File: src/dppwm_pkg.sv
package dppwm_pkg;

  // ----------------------------------------
  // Timing
  // ----------------------------------------
  localparam int CLK_HZ = 25_000_000;
  localparam int BASE_RATE_HZ = 19_200;
  localparam int DIV_W = 10;

  // ----------------------------------------
  // Rate multiplier codes
  // ----------------------------------------
  localparam logic [3:0] MULT_X2 = 4'h2;
  localparam logic [3:0] MULT_X4 = 4'h4;
  localparam logic [3:0] MULT_X8 = 4'h8;

  // ----------------------------------------
  // Buffer layout and edge byte fields
  // ----------------------------------------
  localparam int PAGE_SHIFT = 8;
  localparam logic [7:0] PAGE_LOW_ZERO = 8'h00;
  localparam int CHAN_SEL_LSB = 0;
  localparam int CHAN_SEL_W = 3;
  localparam int CHAN_ON_BIT = 7;
  localparam int NUM_CHAN = 8;

  typedef enum logic [2:0] {
    ST_IDLE  = 3'b001,
    ST_FETCH = 3'b010,
    ST_WRITE = 3'b100
  } dppwm_state_t;

  function automatic logic mult_valid(input logic [3:0] m);
    return (m == MULT_X2) || (m == MULT_X4) || (m == MULT_X8);
  endfunction

  // Reload value for one half period of the pacing clock
  function automatic logic [DIV_W-1:0] half_reload(input logic [3:0] m);
    int h;
    h = CLK_HZ / (2 * BASE_RATE_HZ * int'(mult_valid(m) ? m : MULT_X2));
    return DIV_W'(h - 1);
  endfunction

endpackage

File: src/dppwm_pace_if.sv
`timescale 1ns/1ps
interface dppwm_pace_if;
  logic [3:0] mult;
  logic run;
  logic pace_lvl;
  logic pace_fall;

  modport engine (output mult, output run, input pace_lvl, input pace_fall);
  modport pacer (input mult, input run, output pace_lvl, output pace_fall);
endinterface

File: src/dppwm_engine.sv
`timescale 1ns/1ps
// Summary of operation
// - Fetch addresses come from a page base; low eight bits start at zero.
// - Pacing clock runs after init at 19.2 kHz times multiplier, drives requests.
// - While the count is nonzero, each falling edge of the request line moves exactly one byte.
// - Multiplier accepts only 2, 4 or 8; others flag an error.
// - Base is a page number; fetch address adds the byte offset, which can carry into the page.
// - Main and overflow lengths are pages; overflow follows the main area.
// - Every write goes to one port address fixed at init.
// - Swap to a second buffer page takes effect whole, between transfers.
// - When the count runs out, channel outputs keep their last state.
// - Byte bits 2..0 pick a channel; bit 7 turns it on or off.
// - No automatic reload; stops at zero; software rewinds count and offset.
module dppwm_engine #(
  parameter int PAGE_W = 16,
  parameter int LEN_W = 8
) (
  // Clock and reset
  input wire logic clk,
  input wire logic reset_n,
  // Setup
  input wire logic engine_init,
  input wire logic [PAGE_W-1:0] buffer_base_page,
  input wire logic [LEN_W-1:0] buffer_page_count,
  input wire logic [LEN_W-1:0] overflow_page_count,
  input wire logic [PAGE_W-1:0] target_port_address,
  input wire logic [3:0] rate_multiplier,
  // Buffer swap
  input wire logic swap_request,
  input wire logic [PAGE_W-1:0] next_buffer_page,
  // Counter rewind
  input wire logic rewind_request,
  input wire logic [LEN_W+dppwm_pkg::PAGE_SHIFT:0] rewind_offset,
  input wire logic [LEN_W+dppwm_pkg::PAGE_SHIFT:0] rewind_count,
  // Memory read
  output logic mem_rd_req,
  output logic [PAGE_W+dppwm_pkg::PAGE_SHIFT-1:0] mem_rd_addr,
  input wire logic mem_rd_ack,
  input wire logic [7:0] mem_rd_data,
  // Port write
  output logic io_wr_strobe,
  output logic [PAGE_W-1:0] io_wr_addr,
  output logic [7:0] io_wr_data,
  // Outputs and status
  output logic [dppwm_pkg::NUM_CHAN-1:0] channel_out,
  output logic pacing_clock_out,
  output logic transfer_request_line,
  output logic engine_active,
  output logic rate_error,
  output logic [LEN_W+dppwm_pkg::PAGE_SHIFT:0] bytes_remaining
);
  import dppwm_pkg::*;

  localparam int CNT_W = LEN_W + PAGE_SHIFT + 1;
  localparam int ADDR_W = PAGE_W + PAGE_SHIFT;

  if (PAGE_W < 1 || PAGE_W > 24 || LEN_W < 1 || LEN_W > 16) begin : g_bad_params
    $error("dppwm_engine: PAGE_W or LEN_W out of range");
  end

  typedef struct packed {
    dppwm_state_t st;
    logic inited;
    logic run;
    logic [PAGE_W-1:0] base;
    logic [PAGE_W-1:0] next_base;
    logic swap_pend;
    logic [CNT_W-1:0] off;
    logic [CNT_W-1:0] cnt;
    logic rw_pend;
    logic [CNT_W-1:0] rw_off;
    logic [CNT_W-1:0] rw_cnt;
    logic [PAGE_W-1:0] port;
    logic [3:0] mult;
    logic rate_err;
    logic req_pend;
    logic rd_req;
    logic [ADDR_W-1:0] rd_addr;
    logic [7:0] data;
    logic io_stb;
    logic [NUM_CHAN-1:0] chan;
  } dppwm_eng_st_t;

  localparam dppwm_eng_st_t ENG_RESET = '{st: ST_IDLE, mult: MULT_X2, default: '0};

  dppwm_eng_st_t q;
  dppwm_eng_st_t d;
  dppwm_pace_if pace_bus ();

  // ----------------------------------------
  // Helpers
  // ----------------------------------------
  function automatic logic [ADDR_W-1:0] fetch_addr(input logic [PAGE_W-1:0] page,
                                                   input logic [CNT_W-1:0] off);
    return {page, PAGE_LOW_ZERO} + ADDR_W'(off);
  endfunction

  function automatic logic [NUM_CHAN-1:0] apply_edge(input logic [NUM_CHAN-1:0] chan,
                                                     input logic [7:0] edge_byte);
    logic [NUM_CHAN-1:0] r;
    r = chan;
    r[edge_byte[CHAN_SEL_LSB +: CHAN_SEL_W]] = edge_byte[CHAN_ON_BIT];
    return r;
  endfunction

  function automatic logic [CNT_W-1:0] total_bytes(input logic [LEN_W-1:0] main_pages,
                                                   input logic [LEN_W-1:0] ovf_pages);
    return (CNT_W'(main_pages) + CNT_W'(ovf_pages)) << PAGE_SHIFT;
  endfunction

  // ----------------------------------------
  // Transfer engine
  // ----------------------------------------
  always_comb begin
    d = q;
    d.io_stb = 1'b0;
    case (q.st)
      ST_IDLE: begin
        if (q.rw_pend) begin
          d.off = q.rw_off;
          d.cnt = q.rw_cnt;
          d.run = (q.rw_cnt != '0);
          d.rw_pend = 1'b0;
        end else if (q.swap_pend) begin
          d.base = q.next_base;
          d.swap_pend = 1'b0;
        end else if (!q.run) begin
          d.req_pend = 1'b0;
        end else if (q.req_pend) begin
          d.req_pend = 1'b0;
          d.rd_req = 1'b1;
          d.rd_addr = fetch_addr(q.base, q.off);
          d.st = ST_FETCH;
        end
      end
      ST_FETCH: begin
        if (mem_rd_ack) begin
          d.rd_req = 1'b0;
          d.data = mem_rd_data;
          d.st = ST_WRITE;
        end
      end
      ST_WRITE: begin
        d.io_stb = 1'b1;
        d.chan = apply_edge(q.chan, q.data);
        d.off = CNT_W'(q.off + 1'b1);
        d.cnt = CNT_W'(q.cnt - 1'b1);
        d.run = (q.cnt != CNT_W'(1));
        d.st = ST_IDLE;
      end
      default: begin
        d.st = ST_IDLE;
        d.rd_req = 1'b0;
      end
    endcase
    if (engine_init) begin
      d.inited = 1'b1;
      d.base = buffer_base_page;
      d.port = target_port_address;
      d.rate_err = !mult_valid(rate_multiplier);
      if (mult_valid(rate_multiplier)) begin
        d.mult = rate_multiplier;
      end
      d.off = '0;
      d.cnt = total_bytes(buffer_page_count, overflow_page_count);
      d.run = (total_bytes(buffer_page_count, overflow_page_count) != '0);
      d.st = ST_IDLE;
      d.rd_req = 1'b0;
      d.swap_pend = 1'b0;
      d.rw_pend = 1'b0;
      d.req_pend = 1'b0;
    end
    // New events win over clears made above
    if (swap_request) begin
      d.next_base = next_buffer_page;
      d.swap_pend = 1'b1;
    end
    if (rewind_request) begin
      d.rw_off = rewind_offset;
      d.rw_cnt = rewind_count;
      d.rw_pend = 1'b1;
    end
    if (pace_bus.pace_fall) begin
      d.req_pend = 1'b1;
    end
  end

  always_ff @(posedge clk) begin
    if (!reset_n) begin
      q <= ENG_RESET;
    end else begin
      q <= d;
    end
  end

  // ----------------------------------------
  // Pacing clock
  // ----------------------------------------
  assign pace_bus.mult = q.mult;
  assign pace_bus.run = q.inited;

  dppwm_pacer u_pacer (
    .clk(clk),
    .reset_n(reset_n),
    .pace(pace_bus.pacer)
  );

  // ----------------------------------------
  // Outputs
  // ----------------------------------------
  assign mem_rd_req = q.rd_req;
  assign mem_rd_addr = q.rd_addr;
  assign io_wr_strobe = q.io_stb;
  assign io_wr_addr = q.port;
  assign io_wr_data = q.data;
  assign channel_out = q.chan;
  assign pacing_clock_out = pace_bus.pace_lvl;
  assign transfer_request_line = pace_bus.pace_lvl;
  assign engine_active = q.run;
  assign rate_error = q.rate_err;
  assign bytes_remaining = q.cnt;

  // ----------------------------------------
  // Checks
  // ----------------------------------------
  property p_page_aligned;
    @(posedge clk) disable iff (!reset_n)
      $rose(q.rd_req) |-> q.rd_addr == {q.base, PAGE_LOW_ZERO} + ADDR_W'(q.off);
  endproperty
  a_page_aligned: assert property (p_page_aligned) else $error("fetch address wrong");

  property p_start_after_fall;
    @(posedge clk) disable iff (!reset_n)
      $rose(q.rd_req) |-> $past(q.req_pend) && $past(q.run);
  endproperty
  a_start_after_fall: assert property (p_start_after_fall) else $error("fetch without request");

  property p_one_byte;
    @(posedge clk) disable iff (!reset_n)
      (q.io_stb && !$past(engine_init) && !$past(rewind_request)) |->
        q.cnt == CNT_W'($past(q.cnt) - 1'b1) ##1 !q.io_stb;
  endproperty
  a_one_byte: assert property (p_one_byte) else $error("count not one per transfer");

  property p_mult_legal;
    @(posedge clk) disable iff (!reset_n)
      mult_valid(q.mult);
  endproperty
  a_mult_legal: assert property (p_mult_legal) else $error("illegal multiplier in use");

  property p_init_count;
    @(posedge clk) disable iff (!reset_n)
      engine_init |=> q.cnt == total_bytes($past(buffer_page_count), $past(overflow_page_count))
                      && q.off == '0;
  endproperty
  a_init_count: assert property (p_init_count) else $error("init count wrong");

  property p_port_fixed;
    @(posedge clk) disable iff (!reset_n)
      !engine_init |=> $stable(q.port);
  endproperty
  a_port_fixed: assert property (p_port_fixed) else $error("port changed without init");

  property p_swap_between;
    @(posedge clk) disable iff (!reset_n)
      ($changed(q.base) && !$past(engine_init)) |-> $past(q.st) == ST_IDLE && !q.rd_req;
  endproperty
  a_swap_between: assert property (p_swap_between) else $error("base changed mid transfer");

  property p_hold_stopped;
    @(posedge clk) disable iff (!reset_n)
      (!q.run && q.st == ST_IDLE) |=> $stable(channel_out);
  endproperty
  a_hold_stopped: assert property (p_hold_stopped) else $error("outputs moved while stopped");

  property p_edge_decode;
    @(posedge clk) disable iff (!reset_n)
      q.io_stb |-> channel_out[q.data[CHAN_SEL_LSB +: CHAN_SEL_W]] == q.data[CHAN_ON_BIT];
  endproperty
  a_edge_decode: assert property (p_edge_decode) else $error("channel decode wrong");

  property p_no_reload;
    @(posedge clk) disable iff (!reset_n)
      (q.cnt == '0 && !engine_init && !q.rw_pend) |=> q.cnt == '0 && !q.run;
  endproperty
  a_no_reload: assert property (p_no_reload) else $error("count reloaded by itself");

  c_transfer: cover property (@(posedge clk) disable iff (!reset_n) q.io_stb);
  c_swap: cover property (@(posedge clk) disable iff (!reset_n) q.swap_pend ##1 !q.swap_pend);
  c_stop: cover property (@(posedge clk) disable iff (!reset_n) q.io_stb && !q.run);

endmodule

File: src/dppwm_pacer.sv
`timescale 1ns/1ps
module dppwm_pacer (
  // Clock and reset
  input wire logic clk,
  input wire logic reset_n,
  // Pacing link to the engine
  dppwm_pace_if.pacer pace
);
  import dppwm_pkg::*;

  typedef struct packed {
    logic [DIV_W-1:0] cnt;
    logic lvl;
    logic fall;
  } dppwm_pacer_st_t;

  localparam dppwm_pacer_st_t PACER_RESET = '{cnt: '0, lvl: 1'b1, fall: 1'b0};

  dppwm_pacer_st_t q;
  dppwm_pacer_st_t d;

  // ----------------------------------------
  // Divider
  // ----------------------------------------
  // New multiplier only loads at a half-period boundary
  always_comb begin
    d = q;
    d.fall = 1'b0;
    if (!pace.run) begin
      d.cnt = half_reload(pace.mult);
      d.lvl = 1'b1;
    end else if (q.cnt == '0) begin
      d.lvl = ~q.lvl;
      d.fall = q.lvl;
      d.cnt = half_reload(pace.mult);
    end else begin
      d.cnt = DIV_W'(q.cnt - 1'b1);
    end
  end

  always_ff @(posedge clk) begin
    if (!reset_n) begin
      q <= PACER_RESET;
    end else begin
      q <= d;
    end
  end

  assign pace.pace_lvl = q.lvl;
  assign pace.pace_fall = q.fall;

  // ----------------------------------------
  // Checks
  // ----------------------------------------
  property p_half_period;
    @(posedge clk) disable iff (!reset_n)
      (pace.run && q.cnt == '0 && $past(pace.run)) |=>
        (q.lvl != $past(q.lvl)) && (q.cnt == half_reload($past(pace.mult)));
  endproperty
  a_half_period: assert property (p_half_period) else $error("pacer half period wrong");

  property p_fall_pulse;
    @(posedge clk) disable iff (!reset_n)
      q.fall |-> !q.lvl && $past(q.lvl) ##1 !q.fall;
  endproperty
  a_fall_pulse: assert property (p_fall_pulse) else $error("fall pulse not on falling edge");

endmodule

File: config.mk
export PLATFORM = sky130hd
export DESIGN_NAME = dppwm_engine
export DESIGN_NICKNAME = d
export VERILOG_FILES = /design/src/dppwm_pkg.sv /design/src/dppwm_pace_if.sv /design/src/dppwm_engine.sv /design/src/dppwm_pacer.sv
export SDC_FILE = /design/constraint.sdc
export NUM_CORES = 1
export LEC_CHECK = 0
export ABC_CLOCK_PERIOD_IN_PS = 64800
export BUFFER_PORTS_ARGS = -buffer_cell sky130_fd_sc_hd__buf_2
export CAP_MARGIN = 20
export CORE_MARGIN = 4
export CORE_UTILIZATION = 30
export CTS_BUF_LIST = sky130_fd_sc_hd__clkbuf_4
export CTS_CLUSTER_DIAMETER = 60
export DETAILED_ROUTE_END_ITERATION = 6
export PLACE_DENSITY = 0.55
export SYNTH_ARGS = -nofsm -noshare
export SYNTH_HDL_FRONTEND = slang
export SYNTH_SLANG_ARGS = --single-unit
File: constraint.sdc
create_clock -name clk -period 64.8 [get_ports clk]
set_input_delay 0 -clock clk [delete_from_list [all_inputs] [get_ports clk]]
set_output_delay 0 -clock clk [all_outputs]
set_load 0.01 [all_outputs]
# ---- After elaboration in Yosys (flattened, before gate mapping)
# Index checks and enable logic that the tools add are counted.
dict set report word_totals {
  reg_bits 183
  output_inout_bits 79
  in_bits 116
}
dict set report classes {
  magnitude_cmp 2
  n_mul 1
  addsub 6
  n_div 1
  reduce_logical 29
  eq_ne 21
  n_bitwise 5
  muxes 37
}
# op n
set op_table {}
lappend op_table {{35-bit two-way mux} 2}
lappend op_table {{34-bit one-hot mux with 2 select lines} 1}
lappend op_table {{26-bit two-way mux} 2}
lappend op_table {{25-bit two-way mux} 2}
lappend op_table {{16-bit two-way mux} 3}
lappend op_table {{36-bit two-way mux} 1}
lappend op_table {{17-bit nonzero test} 2}
lappend op_table {{26-bit by 32-bit divider with 32-bit output, first input constant} 1}
lappend op_table {{24-bit by 17-bit adder with 24-bit output} 1}
lappend op_table {{17-bit by 1-bit adder with 17-bit output, second input constant} 1}
lappend op_table {{17-bit two-way mux} 1}
lappend op_table {{17-bit by 1-bit inequality test with 1-bit output, second input constant} 1}
lappend op_table {{17-bit by 1-bit subtractor with 17-bit output, second input constant} 1}
lappend op_table {{3-bit two-way mux} 5}
lappend op_table {{2-bit inequality test, second input constant} 7}
lappend op_table {{2-bit AND reduction} 6}
lappend op_table {{3-bit nonzero test} 4}
lappend op_table {{7-bit by 4-bit multiplier with 11-bit output, first input constant} 1}
lappend op_table {{11-bit two-way mux} 1}
lappend op_table {{10-bit zero test} 1}
lappend op_table {{10-bit two-way mux} 1}
lappend op_table {{5-bit AND reduction} 2}
lappend op_table {{10-bit by 1-bit subtractor with 10-bit output, second input constant} 1}
lappend op_table {{10-bit by 2-bit subtractor with 10-bit output, second input constant} 1}
lappend op_table {{28 further kinds} 53}

# ---- Logic depth before layout (Yosys ltp)
dict set report depth {
  ltp_word 9
  depth_mapped 269
  ltp_nobuf 250
}

# ---- Modules after synthesis
# A second synthesis with hierarchy kept.
dict set report hier_totals {
  hier_cells 2746
  hier_area_um2 20948.8
}
# mod instances cells_per_inst area_per_inst_um2 seq_area_each_um2
set modules_own_cells {}
lappend modules_own_cells {dppwm_pacer 1 1776 12487.0 240.2}
lappend modules_own_cells {dppwm_engine 1 970 8461.9 3423.3}

# ---- Worst setup path after synthesis
# Ideal clock, no wire load.
dict set report synth_path {
  path_kind {reg2reg}
  startpoint {register q, in the netlist pace_bus.mult[2]}
  endpoint {register u_pacer.q[10] (netlist name)}
  setup_slack_ns 17.162
  setup_time_ns 0.122
  path_stages_with_launch 264
  t_arrival_ns 47.517
  path_buffers 20
  required_ns 64.678
  cell_sequence {dfxtp_1 -> or4b_1 -> buf_6 -> ha_1 -> fa_1 -> inv_1 -> ha_1 -> nor2_1 -> nor4_1 -> o21ai_0 -> or2_2 -> nor2_1 -> ha_1 -> a21oi_1 -> nor2_1 -> nor4_1 -> ha_1 -> and2_1 -> [228 not listed] -> nor2b_1 -> o21ai_0 -> nand2b_1 -> a21oi_1 -> nor2b_1 -> o21ai_0 -> nand2b_1 -> a21oi_1 -> o21ai_0 -> a211o_1 -> or4_4 -> nor2_1 -> ha_1 -> and3_1 -> and2_1 -> nand2_1 -> a221oi_1 -> nor2_1}
}
dict set report synth_between {
  elab_chain_len 9
}
# element line_no
set synth_rtl {}
lappend synth_rtl {{from (decl)} dppwm_engine.sv:86} ;# dppwm_eng_st_t q;
lappend synth_rtl {{from (signal assigned)} dppwm_engine.sv:190} ;# q <= ENG_RESET;
lappend synth_rtl {{from (signal assigned)} dppwm_engine.sv:192} ;# q <= d;
lappend synth_rtl {{4-bit by 2-bit == test with 1-bit output / 4-bit by 3-bit == test with 1-bit output (equally long branches)} dppwm_pkg.sv:34} ;# return (m == MULT_X2) || (m == MULT_X4) || (m == MULT_X8);
lappend synth_rtl {{1-bit logical OR (2 in a row)} dppwm_pkg.sv:34}
lappend synth_rtl {{4-bit two-way mux (*)} dppwm_pkg.sv:40} ;# h = CLK_HZ / (2 * BASE_RATE_HZ * int'(mult_valid(m) ? m : MULT_X2));
lappend synth_rtl {{7-bit by 4-bit multiplier with 11-bit output (*)} dppwm_pkg.sv:40}
lappend synth_rtl {{26-bit by 32-bit divider with 32-bit output (*)} dppwm_pkg.sv:40}
lappend synth_rtl {{10-bit by 2-bit subtractor with 10-bit output (*)} dppwm_pkg.sv:41} ;# return DIV_W'(h - 1);
lappend synth_rtl {{10-bit two-way mux} dppwm_pacer.sv:32} ;# end else if (q.cnt == '0) begin
lappend synth_rtl {{11-bit two-way mux (*)} dppwm_pacer.sv:29} ;# if (!pace.run) begin
lappend synth_rtl {{to (signal assigned)} dppwm_pacer.sv:43} ;# q <= PACER_RESET;
lappend synth_rtl {{to (signal assigned)} dppwm_pacer.sv:45} ;# q <= d;
lappend synth_rtl {{to (decl)} dppwm_pacer.sv:19} ;# dppwm_pacer_st_t q;
# Mark *: on every way between the ends. The rest lies on a longest branch, timed or not.
# A chain may end at the register's enable or synchronous reset.

# ---- Worst setup path in the final report
dict set report layout_path {
  startpoint {register q, in the netlist pace_bus.mult[3]}
  endpoint {register u_pacer.q[10] (netlist name)}
}
# Same word-level chain as after synthesis.

==> flow_summary_export.csv <==
group,metric,value,unit
run_status,status,"complete, no violations",
synth,synth.yosys.warnings,0,
place,gp_congestion,0.885,
setup_path,timing.critical_path.slowest_stage_cell,"sky130_fd_sc_hd__a311oi_1",
synth,ys_seq_area_share,17.7,%
timing,maximum_frequency_from_static_timing_analysis,18.5,MHz
detailed_routing,remaining_drc_errors,0,
setup_path,cp-start-kind,"flop",
clock_network,clock_latency,720,ps
setup_path,worst-endpoint-required,65450,ps
floorplan,num_io_pins,195,
synth,synthMostInstantiatedCell,"sky130_fd_sc_hd__nand2_1",
global_routing,first_pass_grt_wire_length,103,mm
clock_network,cts_buffer_depth,2,
clock_network,cts_repair_resize_count,0,
clock_network,clk_transition_reported_paths,210,ps
timing,period_needed,54040,ps
global_routing,antenna_violations_before_repair,1,
setup_path,worstReg2RegEnd,"u_pacer.q[10]",
setup_path,ff2ff_setup_slack,10760,ps
timing,clock-skew-final,38.2,ps
global_routing,first_global_vias,19900,
hold_path,whs_endpoint,"q[68]",
global_routing,grt_max_degree,82,
synth,netlist.top_cell.by_area,"sky130_fd_sc_hd__dfxtp_1",
place,port_buffers,194,
clock_network,cts-htree-levels,4,
synth,synth.area.top_cells,"sky130_fd_sc_hd__dfxtp_1, sky130_fd_sc_hd__ha_1, sky130_fd_sc_hd__mux2i_1",
detailed_routing,wirelength,63.5,mm
detailed_routing,detail_route.wl_per_cell,16.4,um
layout,finalNetCount,3300,
synth,synth-edff-count,0,
setup_path,worst-r2r-cell-count,249,
synth,synth_largest_type_area_fraction,17.7,%
detailed_routing,drt_first_iter_violations,1337,
synth,share_of_async_settable_or_async_resettable_flops_after_synthesis,0,%
floorplan,floorplan.die_area,73100,um^2
place,dp.final_hpwl,46.5,mm
synth,count_of_different_cell_masters_after_synthesis,123,
timing,worstMarginPinSlew,1090,ps
timing,finalMaxSlewViolations,0,
hold_path,hold_depth,4,
floorplan,die_w,270,um
global_routing,track_usage,16.8,%
timing,setup-tns-final,0,ps
synth,synth_commonest_cells,"sky130_fd_sc_hd__nand2_1, sky130_fd_sc_hd__ha_1, sky130_fd_sc_hd__nor2_1",
clock_network,clock_sinks,183,
detailed_routing,drtAntennaViolNets,0,
timing,final_hold_viol_count,0,
timing,setup-violations-final,0,
layout,synthToLayoutAreaGrowth,18.6,%
floorplan,start_util,30.5,%
timing,rsz0062_at_grt,"no",
detailed_routing,detailedRoute.firstPassIterationCount,6,
clock_network,cts_tree,"done",
job,max_cap_violations,0,
synth,synth.ff_latch_count,183,
hold_path,source_of_the_worst_hold_timing_path,"rewind_count[4]",
timing,slew_headroom,27.3,%
clock_network,cts_inserted_buffers,17,
setup_path,timing.critical_path.fanout_max,22,
setup_path,cp.arrival,54690,ps
setup_path,cp-end-kind,"flop",
detailed_routing,via_per_inst,5.32,
clock_network,cts_root_buffer,"sky130_fd_sc_hd__clkbuf_4",
detailed_routing,num_vias,20500,
synth,ys_dominant_reg_cell,"sky130_fd_sc_hd__dfxtp_1",
setup_path,critical_path.reg2reg.startpoint,"pace_bus.mult[3]",
synth,syn_avg_cell_area,7.74,um^2
floorplan,die-height,270,um
global_routing,grt_overflow,0,
setup_path,critPathKind,"reg -> reg",
setup_path,critical_path.most_common_cell,"sky130_fd_sc_hd__o21ai_0",
floorplan,floorplan.core_area,67800,um^2
synth,synthesis.area,20700,um^2
setup_path,critical-path-max-stage-delay,830,ps
synth,postSynthCellCount,2669,
layout,drive_above_1_share,12.5,%
timing,final.period_utilization,83.4,%
hold_path,min-delay-path-class,"in -> reg",
floorplan,number_of_core_rows,95,
## how the worst max path moves through the flow
stage          slack, ps  cells past startpoint            end              from
6_report           10760                    249  u_pacer.q[10]  pace_bus.mult[3]
2_1_floorplan      17160                    263  u_pacer.q[10]  pace_bus.mult[2]
3_5_place_dp       10910                    246  u_pacer.q[10]  pace_bus.mult[3]
5_1_grt             5340                    247  u_pacer.q[10]  pace_bus.mult[3]
3_3_place_gp       11820                    247  u_pacer.q[10]  pace_bus.mult[3]
4_1_cts            10670                    246  u_pacer.q[10]  pace_bus.mult[3]
## metal layers
layer	vias to the layer above	wire, um	track usage (%)
met3	93	2980	2.84
met2	482	29800	29.0
met4	0	1330	4.47
met5	-	0	0
li1	10400	-	-
met1	9597	29500	21.7
## flip-flops by register name (all words and copies together) (netlist names), 4 cells and up, named ones only
signal,cells
u_pacer.q,10
bytes_remaining,17
io_wr_addr,16
pace_bus.mult,4
mem_rd_addr,24
io_wr_data,8
q,89
## cells by family after synthesis
kind of cell             share of synthesized area (%)
other                                           0.0364
flip-flops                                        17.7
buffers and inverters                             5.80
AND/OR/NAND/NOR                                   23.9
multiplexers                                      6.72
XOR/XNOR                                          5.73
adder cells (fa/ha/maj)                           12.7
AO/OA/AOI/OAI                                     27.3
## cell type report
class / count / area, um^2
Antenna cell: 1 / 2.50
Clock buffer: 18 / 135
Clock inverter: 14 / 170
Fill cell: 7064 / 43200
Inverter: 74 / 279
Multi-Input combinational cell: 2271 / 15900
Sequential cell: 183 / 3660
Tap cell: 873 / 1090
Timing Repair Buffer: 429 / 3280
## worst max-delay path: cells and delay by family (launching register included)
kind / cells / cell delay, ps
flops: 1 / 470
compound gates: 125 / 25930
simple gates: 84 / 16270
fa+ha+maj: 25 / 7310
xor+xnor: 1 / 550
buf+inv: 10 / 1960
mux: 4 / 1350
## metrics by stage
stage          setup WS [ps]  instances  hold WS [ps]  cell area (um^2)  util, %
2_1_floorplan          17160       2688           125             20700        -
3_3_place_gp           11820       3615           255             22000     32.5
3_5_place_dp           10910       3615           261             22000     32.5
4_1_cts                10670       3861         0.113             24500     36.1
5_1_grt                 5340       3863          35.3             24500     36.2
6_report               10760       3863          66.5             24500     36.2
## cell usage in the layout, fill, tap and decap left out, types with 85 or more instances in the layout
cell,synthesis,layout
sky130_fd_sc_hd__dlygate4sd3_1,0,214
sky130_fd_sc_hd__nor2b_1,123,123
sky130_fd_sc_hd__dfxtp_1,183,183
sky130_fd_sc_hd__mux2i_1,97,97
sky130_fd_sc_hd__ha_1,205,205
sky130_fd_sc_hd__nor2_1,194,194
sky130_fd_sc_hd__nand2_1,229,229
sky130_fd_sc_hd__o21ai_0,148,148
sky130_fd_sc_hd__a21oi_1,183,183
sky130_fd_sc_hd__nor3_1,88,87
sky130_fd_sc_hd__o21a_1,85,85
sky130_fd_sc_hd__buf_2,10,193
## timing repair
| item | 4_1_cts | 5_1_grt |
|---|---|---|
| endpoints found under the hold margin | 147 | 0 |
| hold buffers | 214 | 0 |
| setup buffers | 0 | 0 |
Power is not shown: default switching activity piles up to over one toggle a cycle in this logic, so the estimate is an artifact.
